`src/pkg/egpio_defines.vh`:
```
// Purpose: Offsets, widths and reset values of the controller pin banks.
// Assumes: Registers sit at their byte offsets on an 8-bit address port.
// Notes:   Lock registers are writable only by the embedded controller.
`ifndef EGPIO_DEFINES_VH
`define EGPIO_DEFINES_VH

`define EGPIO_AW               8
`define EGPIO_DW               16
`define EGPIO_B0_W             16
`define EGPIO_B1_W             8
`define EGPIO_B2_W             16
`define EGPIO_SYNC_STAGES      3

`define EGPIO_LOCK_B2          8'h90
`define EGPIO_LOCK_B1          8'h98
`define EGPIO_LOCK_B0          8'hA0
`define EGPIO_B0_OUT           8'hC6
`define EGPIO_B0_OEN           8'hC8
`define EGPIO_B0_LEVEL         8'hCA
`define EGPIO_B0_PD            8'hCC
`define EGPIO_B0_PU            8'hCE
`define EGPIO_B1_OUT           8'hD0
`define EGPIO_B1_OEN           8'hD1
`define EGPIO_B1_LEVEL         8'hD2
`define EGPIO_B1_PD            8'hD3
`define EGPIO_B1_PU            8'hD4
`define EGPIO_B2_OUT           8'hD5

`define EGPIO_B0_OUT_RST       16'h0000
`define EGPIO_B0_OEN_RST       16'hFFFF
`define EGPIO_B0_PD_RST        16'h0000
`define EGPIO_B0_PU_RST        16'h0000
`define EGPIO_B1_OUT_RST       8'h00
`define EGPIO_B1_OEN_RST       8'hFF
`define EGPIO_B1_PD_RST        8'h00
`define EGPIO_B1_PU_RST        8'h00
`define EGPIO_B2_OUT_RST       16'h0000
`define EGPIO_LOCK16_RST       16'h0000
`define EGPIO_LOCK8_RST        8'h00

`endif

```
`src/logic/egpio_pin_sync.v`:
```
// Purpose: Three-stage synchroniser with agreement filter for pad inputs.
// Assumes: Pads are asynchronous to clk_sys.
// Notes:   Level updates only when stages two and three agree.
`timescale 1ns/100ps
module egpio_pin_sync #(
   parameter WIDTH = 16
) (
   input  wire             clk_sys,
   input  wire             rst,
   input  wire [WIDTH-1:0] pad_in,
   output reg  [WIDTH-1:0] level
);
   reg [WIDTH-1:0] stage1;
   reg [WIDTH-1:0] stage2;
   reg [WIDTH-1:0] stage3;
   genvar i;

   always @(posedge clk_sys) begin
      if (rst) begin
         stage1 <= {WIDTH{1'b0}};
         stage2 <= {WIDTH{1'b0}};
         stage3 <= {WIDTH{1'b0}};
      end else begin
         stage1 <= pad_in;
         stage2 <= stage1;
         stage3 <= stage2;
      end
   end

   // Stage one feeds only stage two; the filter looks at two and three
   generate
      for (i = 0; i < WIDTH; i = i + 1) begin : g_bit
         always @(posedge clk_sys) begin
            if (rst) begin
               level[i] <= 1'b0;
            end else if (stage2[i] == stage3[i]) begin
               level[i] <= stage3[i];
            end
         end
      end
   endgenerate
endmodule

```
`src/logic/egpio_lock_reg.v`:
```
// Purpose: Control register whose bits can be shielded by a lock mask.
// Assumes: Lock mask and write strobe come from the same clock.
// Notes:   Locked bits keep their value only when apply_lock is high.
`timescale 1ns/100ps
module egpio_lock_reg #(
   parameter             WIDTH = 16,
   parameter [WIDTH-1:0] RESET = {WIDTH{1'b0}}
) (
   input  wire             clk_sys,
   input  wire             rst,
   input  wire             wr_en,
   input  wire [WIDTH-1:0] wr_data,
   input  wire [WIDTH-1:0] lock_mask,
   input  wire             apply_lock,
   output reg  [WIDTH-1:0] value
);
   wire [WIDTH-1:0] keep;
   wire [WIDTH-1:0] next_value;

   assign keep       = apply_lock ? lock_mask : {WIDTH{1'b0}};
   assign next_value = (value & keep) | (wr_data & ~keep);

   always @(posedge clk_sys) begin
      if (rst) begin
         value <= RESET;
      end else if (wr_en) begin
         value <= next_value;
      end
   end
endmodule

```
`src/logic/egpio_top.v`:
```
// Purpose: Register-controlled pin banks of the embedded controller.
// Assumes: One-cycle read and write strobes; read data one cycle later.
// Notes:   bus_is_controller high marks an access by the embedded controller,
//          low an access by host firmware, which the lock bits constrain.
// Operation
// - Bank 0 enable bit low drives pin, high tristates; resets to all ones.
// - Lock bits at A0h block firmware writes to bank 0 enable bits.
// - Bank 0 status read returns sampled level of each pin, read-only.
// - Pull-down bit 1 enables pull-down in banks 0 and 1; resets to zero.
// - Pull-up bit 0 enables pull-up in banks 0 and 1; resets to zero.
// - Bank 1 output bit n sets pin 18+n value; resets to 00h.
// - Bank 1 enable bit low drives pin 18+n, high tristates; resets FFh.
// - Lock bits at 98h block firmware writes to bank 1 output and enable.
// - Bank 1 status read returns input levels of pins 18 to 25.
// - Bank 2 output bit n sets pin 26+n low or high; resets 0000h.
// - Lock bits at 90h block firmware writes to bank 2 output bits.
// - Bank 0 output bit n sets pin n level; resets 0000h; A0h locks it.
//
// Design decision made here: the strobed register port.
`timescale 1ns/100ps
`include "egpio_defines.vh"
module egpio_top (
   input  wire                   clk_sys,
   input  wire                   rst,
   input  wire [`EGPIO_AW-1:0]   bus_addr,
   input  wire [`EGPIO_DW-1:0]   bus_wdata,
   input  wire                   bus_wr,
   input  wire                   bus_rd,
   input  wire                   bus_is_controller,
   output reg  [`EGPIO_DW-1:0]   bus_rdata,
   input  wire [`EGPIO_B0_W-1:0] bank0_pin_in,
   output wire [`EGPIO_B0_W-1:0] bank0_pin_out,
   output wire [`EGPIO_B0_W-1:0] bank0_pin_oe_n,
   output wire [`EGPIO_B0_W-1:0] bank0_pulldown_bits,
   output wire [`EGPIO_B0_W-1:0] bank0_pullup_off_bits,
   input  wire [`EGPIO_B1_W-1:0] bank1_pin_in,
   output wire [`EGPIO_B1_W-1:0] bank1_pin_out,
   output wire [`EGPIO_B1_W-1:0] bank1_pin_oe_n,
   output wire [`EGPIO_B1_W-1:0] bank1_pulldown_bits,
   output wire [`EGPIO_B1_W-1:0] bank1_pullup_off_bits,
   output wire [`EGPIO_B2_W-1:0] bank2_output_bits
);
   wire [`EGPIO_B0_W-1:0] bank0_output_bits;
   wire [`EGPIO_B0_W-1:0] bank0_drive_enable_n;
   wire [`EGPIO_B0_W-1:0] bank0_pin_levels;
   wire [`EGPIO_B1_W-1:0] bank1_output_bits;
   wire [`EGPIO_B1_W-1:0] bank1_drive_enable_n;
   wire [`EGPIO_B1_W-1:0] bank1_pin_levels;
   wire [`EGPIO_B0_W-1:0] lock_bank0;
   wire [`EGPIO_B1_W-1:0] lock_bank1;
   wire [`EGPIO_B2_W-1:0] lock_bank2;
   wire                   from_firmware;
   wire                   lock_wr_ok;
   reg  [`EGPIO_DW-1:0]   next_rdata;

   // Write hit on one register offset
   function wr_hit;
      input                 wr;
      input [`EGPIO_AW-1:0] addr;
      input [`EGPIO_AW-1:0] target;
      begin
         wr_hit = wr & (addr == target);
      end
   endfunction

   assign from_firmware = ~bus_is_controller;
   // Firmware must not be able to loosen its own locks
   assign lock_wr_ok    = bus_wr & bus_is_controller;

   // Lock registers
   egpio_lock_reg #(
      .WIDTH      (`EGPIO_B0_W),
      .RESET      (`EGPIO_LOCK16_RST)
   ) u_lock_b0 (
      .clk_sys    (clk_sys),
      .rst        (rst),
      .wr_en      (wr_hit(lock_wr_ok, bus_addr, `EGPIO_LOCK_B0)),
      .wr_data    (bus_wdata),
      .lock_mask  ({`EGPIO_B0_W{1'b0}}),
      .apply_lock (1'b0),
      .value      (lock_bank0)
   );

   egpio_lock_reg #(
      .WIDTH      (`EGPIO_B1_W),
      .RESET      (`EGPIO_LOCK8_RST)
   ) u_lock_b1 (
      .clk_sys    (clk_sys),
      .rst        (rst),
      .wr_en      (wr_hit(lock_wr_ok, bus_addr, `EGPIO_LOCK_B1)),
      .wr_data    (bus_wdata[`EGPIO_B1_W-1:0]),
      .lock_mask  ({`EGPIO_B1_W{1'b0}}),
      .apply_lock (1'b0),
      .value      (lock_bank1)
   );

   egpio_lock_reg #(
      .WIDTH      (`EGPIO_B2_W),
      .RESET      (`EGPIO_LOCK16_RST)
   ) u_lock_b2 (
      .clk_sys    (clk_sys),
      .rst        (rst),
      .wr_en      (wr_hit(lock_wr_ok, bus_addr, `EGPIO_LOCK_B2)),
      .wr_data    (bus_wdata),
      .lock_mask  ({`EGPIO_B2_W{1'b0}}),
      .apply_lock (1'b0),
      .value      (lock_bank2)
   );

   // Bank 0 output value, lockable
   egpio_lock_reg #(
      .WIDTH      (`EGPIO_B0_W),
      .RESET      (`EGPIO_B0_OUT_RST)
   ) u_b0_out (
      .clk_sys    (clk_sys),
      .rst        (rst),
      .wr_en      (wr_hit(bus_wr, bus_addr, `EGPIO_B0_OUT)),
      .wr_data    (bus_wdata),
      .lock_mask  (lock_bank0),
      .apply_lock (from_firmware),
      .value      (bank0_output_bits)
   );

   // Bank 0 drive enable, active low, lockable
   egpio_lock_reg #(
      .WIDTH      (`EGPIO_B0_W),
      .RESET      (`EGPIO_B0_OEN_RST)
   ) u_b0_oen (
      .clk_sys    (clk_sys),
      .rst        (rst),
      .wr_en      (wr_hit(bus_wr, bus_addr, `EGPIO_B0_OEN)),
      .wr_data    (bus_wdata),
      .lock_mask  (lock_bank0),
      .apply_lock (from_firmware),
      .value      (bank0_drive_enable_n)
   );

   egpio_lock_reg #(
      .WIDTH      (`EGPIO_B0_W),
      .RESET      (`EGPIO_B0_PD_RST)
   ) u_b0_pd (
      .clk_sys    (clk_sys),
      .rst        (rst),
      .wr_en      (wr_hit(bus_wr, bus_addr, `EGPIO_B0_PD)),
      .wr_data    (bus_wdata),
      .lock_mask  ({`EGPIO_B0_W{1'b0}}),
      .apply_lock (1'b0),
      .value      (bank0_pulldown_bits)
   );

   egpio_lock_reg #(
      .WIDTH      (`EGPIO_B0_W),
      .RESET      (`EGPIO_B0_PU_RST)
   ) u_b0_pu (
      .clk_sys    (clk_sys),
      .rst        (rst),
      .wr_en      (wr_hit(bus_wr, bus_addr, `EGPIO_B0_PU)),
      .wr_data    (bus_wdata),
      .lock_mask  ({`EGPIO_B0_W{1'b0}}),
      .apply_lock (1'b0),
      .value      (bank0_pullup_off_bits)
   );

   // Bank 1: output taken as a pin level, not a second enable
   egpio_lock_reg #(
      .WIDTH      (`EGPIO_B1_W),
      .RESET      (`EGPIO_B1_OUT_RST)
   ) u_b1_out (
      .clk_sys    (clk_sys),
      .rst        (rst),
      .wr_en      (wr_hit(bus_wr, bus_addr, `EGPIO_B1_OUT)),
      .wr_data    (bus_wdata[`EGPIO_B1_W-1:0]),
      .lock_mask  (lock_bank1),
      .apply_lock (from_firmware),
      .value      (bank1_output_bits)
   );

   egpio_lock_reg #(
      .WIDTH      (`EGPIO_B1_W),
      .RESET      (`EGPIO_B1_OEN_RST)
   ) u_b1_oen (
      .clk_sys    (clk_sys),
      .rst        (rst),
      .wr_en      (wr_hit(bus_wr, bus_addr, `EGPIO_B1_OEN)),
      .wr_data    (bus_wdata[`EGPIO_B1_W-1:0]),
      .lock_mask  (lock_bank1),
      .apply_lock (from_firmware),
      .value      (bank1_drive_enable_n)
   );

   egpio_lock_reg #(
      .WIDTH      (`EGPIO_B1_W),
      .RESET      (`EGPIO_B1_PD_RST)
   ) u_b1_pd (
      .clk_sys    (clk_sys),
      .rst        (rst),
      .wr_en      (wr_hit(bus_wr, bus_addr, `EGPIO_B1_PD)),
      .wr_data    (bus_wdata[`EGPIO_B1_W-1:0]),
      .lock_mask  ({`EGPIO_B1_W{1'b0}}),
      .apply_lock (1'b0),
      .value      (bank1_pulldown_bits)
   );

   egpio_lock_reg #(
      .WIDTH      (`EGPIO_B1_W),
      .RESET      (`EGPIO_B1_PU_RST)
   ) u_b1_pu (
      .clk_sys    (clk_sys),
      .rst        (rst),
      .wr_en      (wr_hit(bus_wr, bus_addr, `EGPIO_B1_PU)),
      .wr_data    (bus_wdata[`EGPIO_B1_W-1:0]),
      .lock_mask  ({`EGPIO_B1_W{1'b0}}),
      .apply_lock (1'b0),
      .value      (bank1_pullup_off_bits)
   );

   // Bank 2 output value; its enable lives outside this block
   egpio_lock_reg #(
      .WIDTH      (`EGPIO_B2_W),
      .RESET      (`EGPIO_B2_OUT_RST)
   ) u_b2_out (
      .clk_sys    (clk_sys),
      .rst        (rst),
      .wr_en      (wr_hit(bus_wr, bus_addr, `EGPIO_B2_OUT)),
      .wr_data    (bus_wdata),
      .lock_mask  (lock_bank2),
      .apply_lock (from_firmware),
      .value      (bank2_output_bits)
   );

   // Input levels are taken from the pad, so a driven pin reads back itself
   egpio_pin_sync #(
      .WIDTH   (`EGPIO_B0_W)
   ) u_b0_sync (
      .clk_sys (clk_sys),
      .rst     (rst),
      .pad_in  (bank0_pin_in),
      .level   (bank0_pin_levels)
   );

   egpio_pin_sync #(
      .WIDTH   (`EGPIO_B1_W)
   ) u_b1_sync (
      .clk_sys (clk_sys),
      .rst     (rst),
      .pad_in  (bank1_pin_in),
      .level   (bank1_pin_levels)
   );

   // Pad drivers: enable_n goes straight to the pad, value is always present
   assign bank0_pin_out  = bank0_output_bits;
   assign bank0_pin_oe_n = bank0_drive_enable_n;
   assign bank1_pin_out  = bank1_output_bits;
   assign bank1_pin_oe_n = bank1_drive_enable_n;

   // Read mux; unmapped offsets and narrow upper bits read as zero
   always @* begin
      next_rdata = {`EGPIO_DW{1'b0}};
      case (bus_addr)
         `EGPIO_LOCK_B0: begin
            next_rdata = lock_bank0;
         end
         `EGPIO_LOCK_B1: begin
            next_rdata[`EGPIO_B1_W-1:0] = lock_bank1;
         end
         `EGPIO_LOCK_B2: begin
            next_rdata = lock_bank2;
         end
         `EGPIO_B0_OUT: begin
            next_rdata = bank0_output_bits;
         end
         `EGPIO_B0_OEN: begin
            next_rdata = bank0_drive_enable_n;
         end
         `EGPIO_B0_LEVEL: begin
            next_rdata = bank0_pin_levels;
         end
         `EGPIO_B0_PD: begin
            next_rdata = bank0_pulldown_bits;
         end
         `EGPIO_B0_PU: begin
            next_rdata = bank0_pullup_off_bits;
         end
         `EGPIO_B1_OUT: begin
            next_rdata[`EGPIO_B1_W-1:0] = bank1_output_bits;
         end
         `EGPIO_B1_OEN: begin
            next_rdata[`EGPIO_B1_W-1:0] = bank1_drive_enable_n;
         end
         `EGPIO_B1_LEVEL: begin
            next_rdata[`EGPIO_B1_W-1:0] = bank1_pin_levels;
         end
         `EGPIO_B1_PD: begin
            next_rdata[`EGPIO_B1_W-1:0] = bank1_pulldown_bits;
         end
         `EGPIO_B1_PU: begin
            next_rdata[`EGPIO_B1_W-1:0] = bank1_pullup_off_bits;
         end
         `EGPIO_B2_OUT: begin
            next_rdata = bank2_output_bits;
         end
         default: begin
            next_rdata = {`EGPIO_DW{1'b0}};
         end
      endcase
   end

   // Read data stands only in the cycle after the strobe
   always @(posedge clk_sys) begin
      if (rst) begin
         bus_rdata <= {`EGPIO_DW{1'b0}};
      end else if (bus_rd) begin
         bus_rdata <= next_rdata;
      end else begin
         bus_rdata <= {`EGPIO_DW{1'b0}};
      end
   end
endmodule

```
`config.mk`:
```
export PLATFORM = sky130hd
export DESIGN_NAME = egpio_top
export DESIGN_NICKNAME = d
export VERILOG_FILES = /design/src/logic/egpio_pin_sync.v /design/src/logic/egpio_lock_reg.v /design/src/logic/egpio_top.v
export VERILOG_INCLUDE_DIRS = /design/src /design/src/pkg
export SDC_FILE = /design/constraint.sdc
export NUM_CORES = 1
export LEC_CHECK = 0
export BUFFER_PORTS_ARGS = -buffer_cell sky130_fd_sc_hd__buf_2
export CORE_UTILIZATION = 51
export DETAILED_ROUTE_END_ITERATION = 10
export HOLD_SLACK_MARGIN = 0.06
export PLACE_DENSITY = 0.73
export SYNTH_ARGS = -nofsm -noshare
export SYNTH_HDL_FRONTEND = slang
export SYNTH_SLANG_ARGS = --single-unit
```
`constraint.sdc`:
```
create_clock -name clk_sys -period 3.7 [get_ports clk_sys]
set_clock_uncertainty 0.15 [all_clocks]
set_input_delay 0.925 -clock clk_sys [delete_from_list [all_inputs] [get_ports clk_sys]]
set_output_delay 0.925 -clock clk_sys [all_outputs]
set_load 0.02 [all_outputs]
```
==> reports/metrics.cfg <==
[status]
status = finished, violations left
failed_checks = design-rule violations

[critical_path]
data_arrival_at_the_endpoint_of_the_critical_path_ns = 2.96
cp_max_fanout = 24
endpoint_kind = register
setup.worst_path.class = in -> reg
critPathRequiredTime_ns = 3.96
critPathLaunchType = input port

[pwr]
p_int_mw = 4.84
netSwitchingFraction_pct = 21.8
power.clock.fraction_pct = 49.0
seqPwrFrac_pct = 46.7
p_switching_mw = 1.35
power.static_leakage_nw = 5.02
combPwrFrac_pct = 4.2
vdd.ir_drop.worst_mv = 0.352
p_per_area_nw_per_um2 = 479
power.total_mw = 6.18

[timing]
timing.final.hold_violations = 0
drv_slew = 0
setup_ws_ns = 0.996
max_freq_mhz = 370
finalSetupViolations = 0
period_minus_slack_ns = 2.70
worst-slew-pin-transition_ns = 0.784
fin_tns_setup_ns = 0
finalCritPeriodShare_pct = 73.1
max-slew-margin-rel_pct = 47.6
rsz_0062_raised_after_global_routing = no

[floorplanning]
die-width_um = 148
chipHeight_um = 148
start_util_pct = 52.0
floorplan.io_pins = 181
core.rowCount = 53
fp.coreArea_um2 = 21000
dieArea_um2 = 21900

[clock_network]
holdBufCountCts = 0
cts_resized = 0
tritoncts_num_sinks = 264
clock_latency_ns = 0.54
cts_buffer_depth = 3
tritoncts = done
cts_setup_buffers = 0
clock-root-buffer = clkbuf_16
numCtsBuffers = 28
cts.htree.levels = 1
clock_transition_at_the_registers_of_the_reported_paths_ns = 0.06

[route]
remaining_drc_errors = 4
vias = 9687
antenna_left = 0
wire_per_inst_um = 20.2
avgViaCountPerCell = 5.79
detailedRoute.firstIterationViolations = 1022
total_wire_length_um = 33700
detail_route.first_pass.iterations = 9

[synthesis]
post_synth.cell_area_avg_um2 = 8.86
post_synth_main_area_contributors = dfxtp_1 (49%), nand2_1 (6.5%), mux2i_1 (5.3%), a21oi_1 (5.2%), nor2b_1 (5.0%)
synth.largest_area_cell = dfxtp_1
ys.warnings.count = 0
postSynth.asyncResetShare_pct = 0
portion_of_the_post_synthesis_area_used_by_sequential_elements_pct = 48.5
synth_enable_flop_cells = 0
synthMostInstantiatedCell = dfxtp_1
synthesis.nets = 1282
syn_area_um2 = 10900
yosys_register_bits = 264
synth-main-ff-cell = dfxtp_1
synth_top_cell_area_share_pct = 48.5
postSynthCellCount = 1229
synth.distinct_cells = 64
yosys-top-cells-count = dfxtp_1 (264), nand2_1 (189), a21oi_1 (114)

[placement]
detailedPlacementHpwl_um = 23900
gp_congestion = 0.986
count_of_buffers_from_port_buffering = 180
place_area_um2 = 11900
dp_worst_setup_slack_ns = 0.611

[global_route]
first_pass_grt_wire_length_um = 50900
grt_start_max_net_pins = 140
grt_util_all_layers_pct = 30.2
via_count_of_the_first_global_routing_pass = 8822
grt_antenna_before_repair = 1
grt.overflow.total = 0

[hold_path]
worstHoldPathType = reg -> reg

[final_layout]
drive_gt1_share_pct = 20.5
layout.nets = 1427
syn2layout_area_growth_pct = 18.5
final_util_pct = 61.6
final_cell_area_um2 = 12900

[flow_run]
maxCapViolations = 0

## logic make-up after synthesis
group / after synthesis / share of synthesized area (%)
buf+inv: 113 / 5.16
compound gates: 298 / 17.4
flops: 264 / 48.5
xor+xnor: 1 / 0.0805
mux: 67 / 6.37
simple gates: 486 / 22.5
## worst paths after layout
kind | from | endpoint | slack (ns) | cells past startpoint
worst max-delay path | bus_addr[2] | bus_rdata[0] | 1.0 | 7
worst min-delay path | u_b1_sync.stage1[1] | u_b1_sync.stage2[1] | 0.28 | 1
worst max register to register | u_b1_pu.value[2] | bus_rdata[2] | 1.97 | 4
worst min register to register | u_b1_sync.stage1[1] | u_b1_sync.stage2[1] | 0.28 | 1
## power by group through the flow
stage / registers [mW] / logic [mW] / clock network (mW)
after global placement: 2.95 / 0.255 / 0
after detailed placement: 2.95 / 0.255 / 0
after CTS: 2.89 / 0.256 / 3.07
after global routing: 2.89 / 0.277 / 3.19
after floorplan: 2.95 / 0.159 / 0
final: 2.89 / 0.263 / 3.03
## final cells by class
class | count | area [µm²]
inverters | 19 | 71.3
multi-input cells | 852 | 5040
clock buffers | 36 | 802
well taps | 275 | 344
flip-flops and latches | 264 | 5290
clock inverters | 16 | 216
fillers | 1845 | 8050
diodes | 2 | 5.00
repair buffers | 209 | 1140
## worst max-delay path, cell delays in order
cell and delay [ns]:
buf_2 0.43, nor2_2 0.17, nand2_1 0.34, nor3_1 0.17, a2111oi_0 0.61, buf_4 0.23
a31oi_1 0.06
## per-stage QoR
step | hold WS, ns | std cells
after detailed placement | 0.270 | 1619
after global routing | 0.299 | 1672
after global placement | 0.267 | 1619
final | 0.277 | 1673
after CTS | 0.281 | 1671
after floorplan | 0.264 | 1229
## cell usage in the layout, fill, tap and decap left out, types with 4 or more instances in the layout
master and n:
and4_1 5, buf_4 28, and2b_1 4, nor2b_1 87, and3b_1 4, a21oi_1 114, inv_1 19, nand3_1 50
a21boi_1 15, a32oi_1 6, dfxtp_1 264, bufinv_16 5, o21ai_1 24, mux2i_1 58, clkbuf_8 5, clkbuf_16 29
a31oi_1 13, o21ai_0 37, nand2b_1 17, and3_1 6, a2111oi_0 5, nand2_1 189, nor2_1 82, clkinv_2 7
a221oi_1 9, buf_2 179, a22oi_1 18, a21oi_2 7, and2_1 7, mux2_2 7, a311o_1 16, nand3b_1 9
o22ai_1 4, a22o_1 10, a222oi_1 6
## per-layer routing
layer / global-route usage (%) / up-vias / part of all wire (%)
met4: 11.2 / 0 / 3.5
met5: 0 / - / 0
met1: 42.1 / 4542 / 42
met3: 6.81 / 83 / 10
li1: - / 4565 / -
met2: 45.4 / 497 / 44
Power figures use the tool's default switching activity.
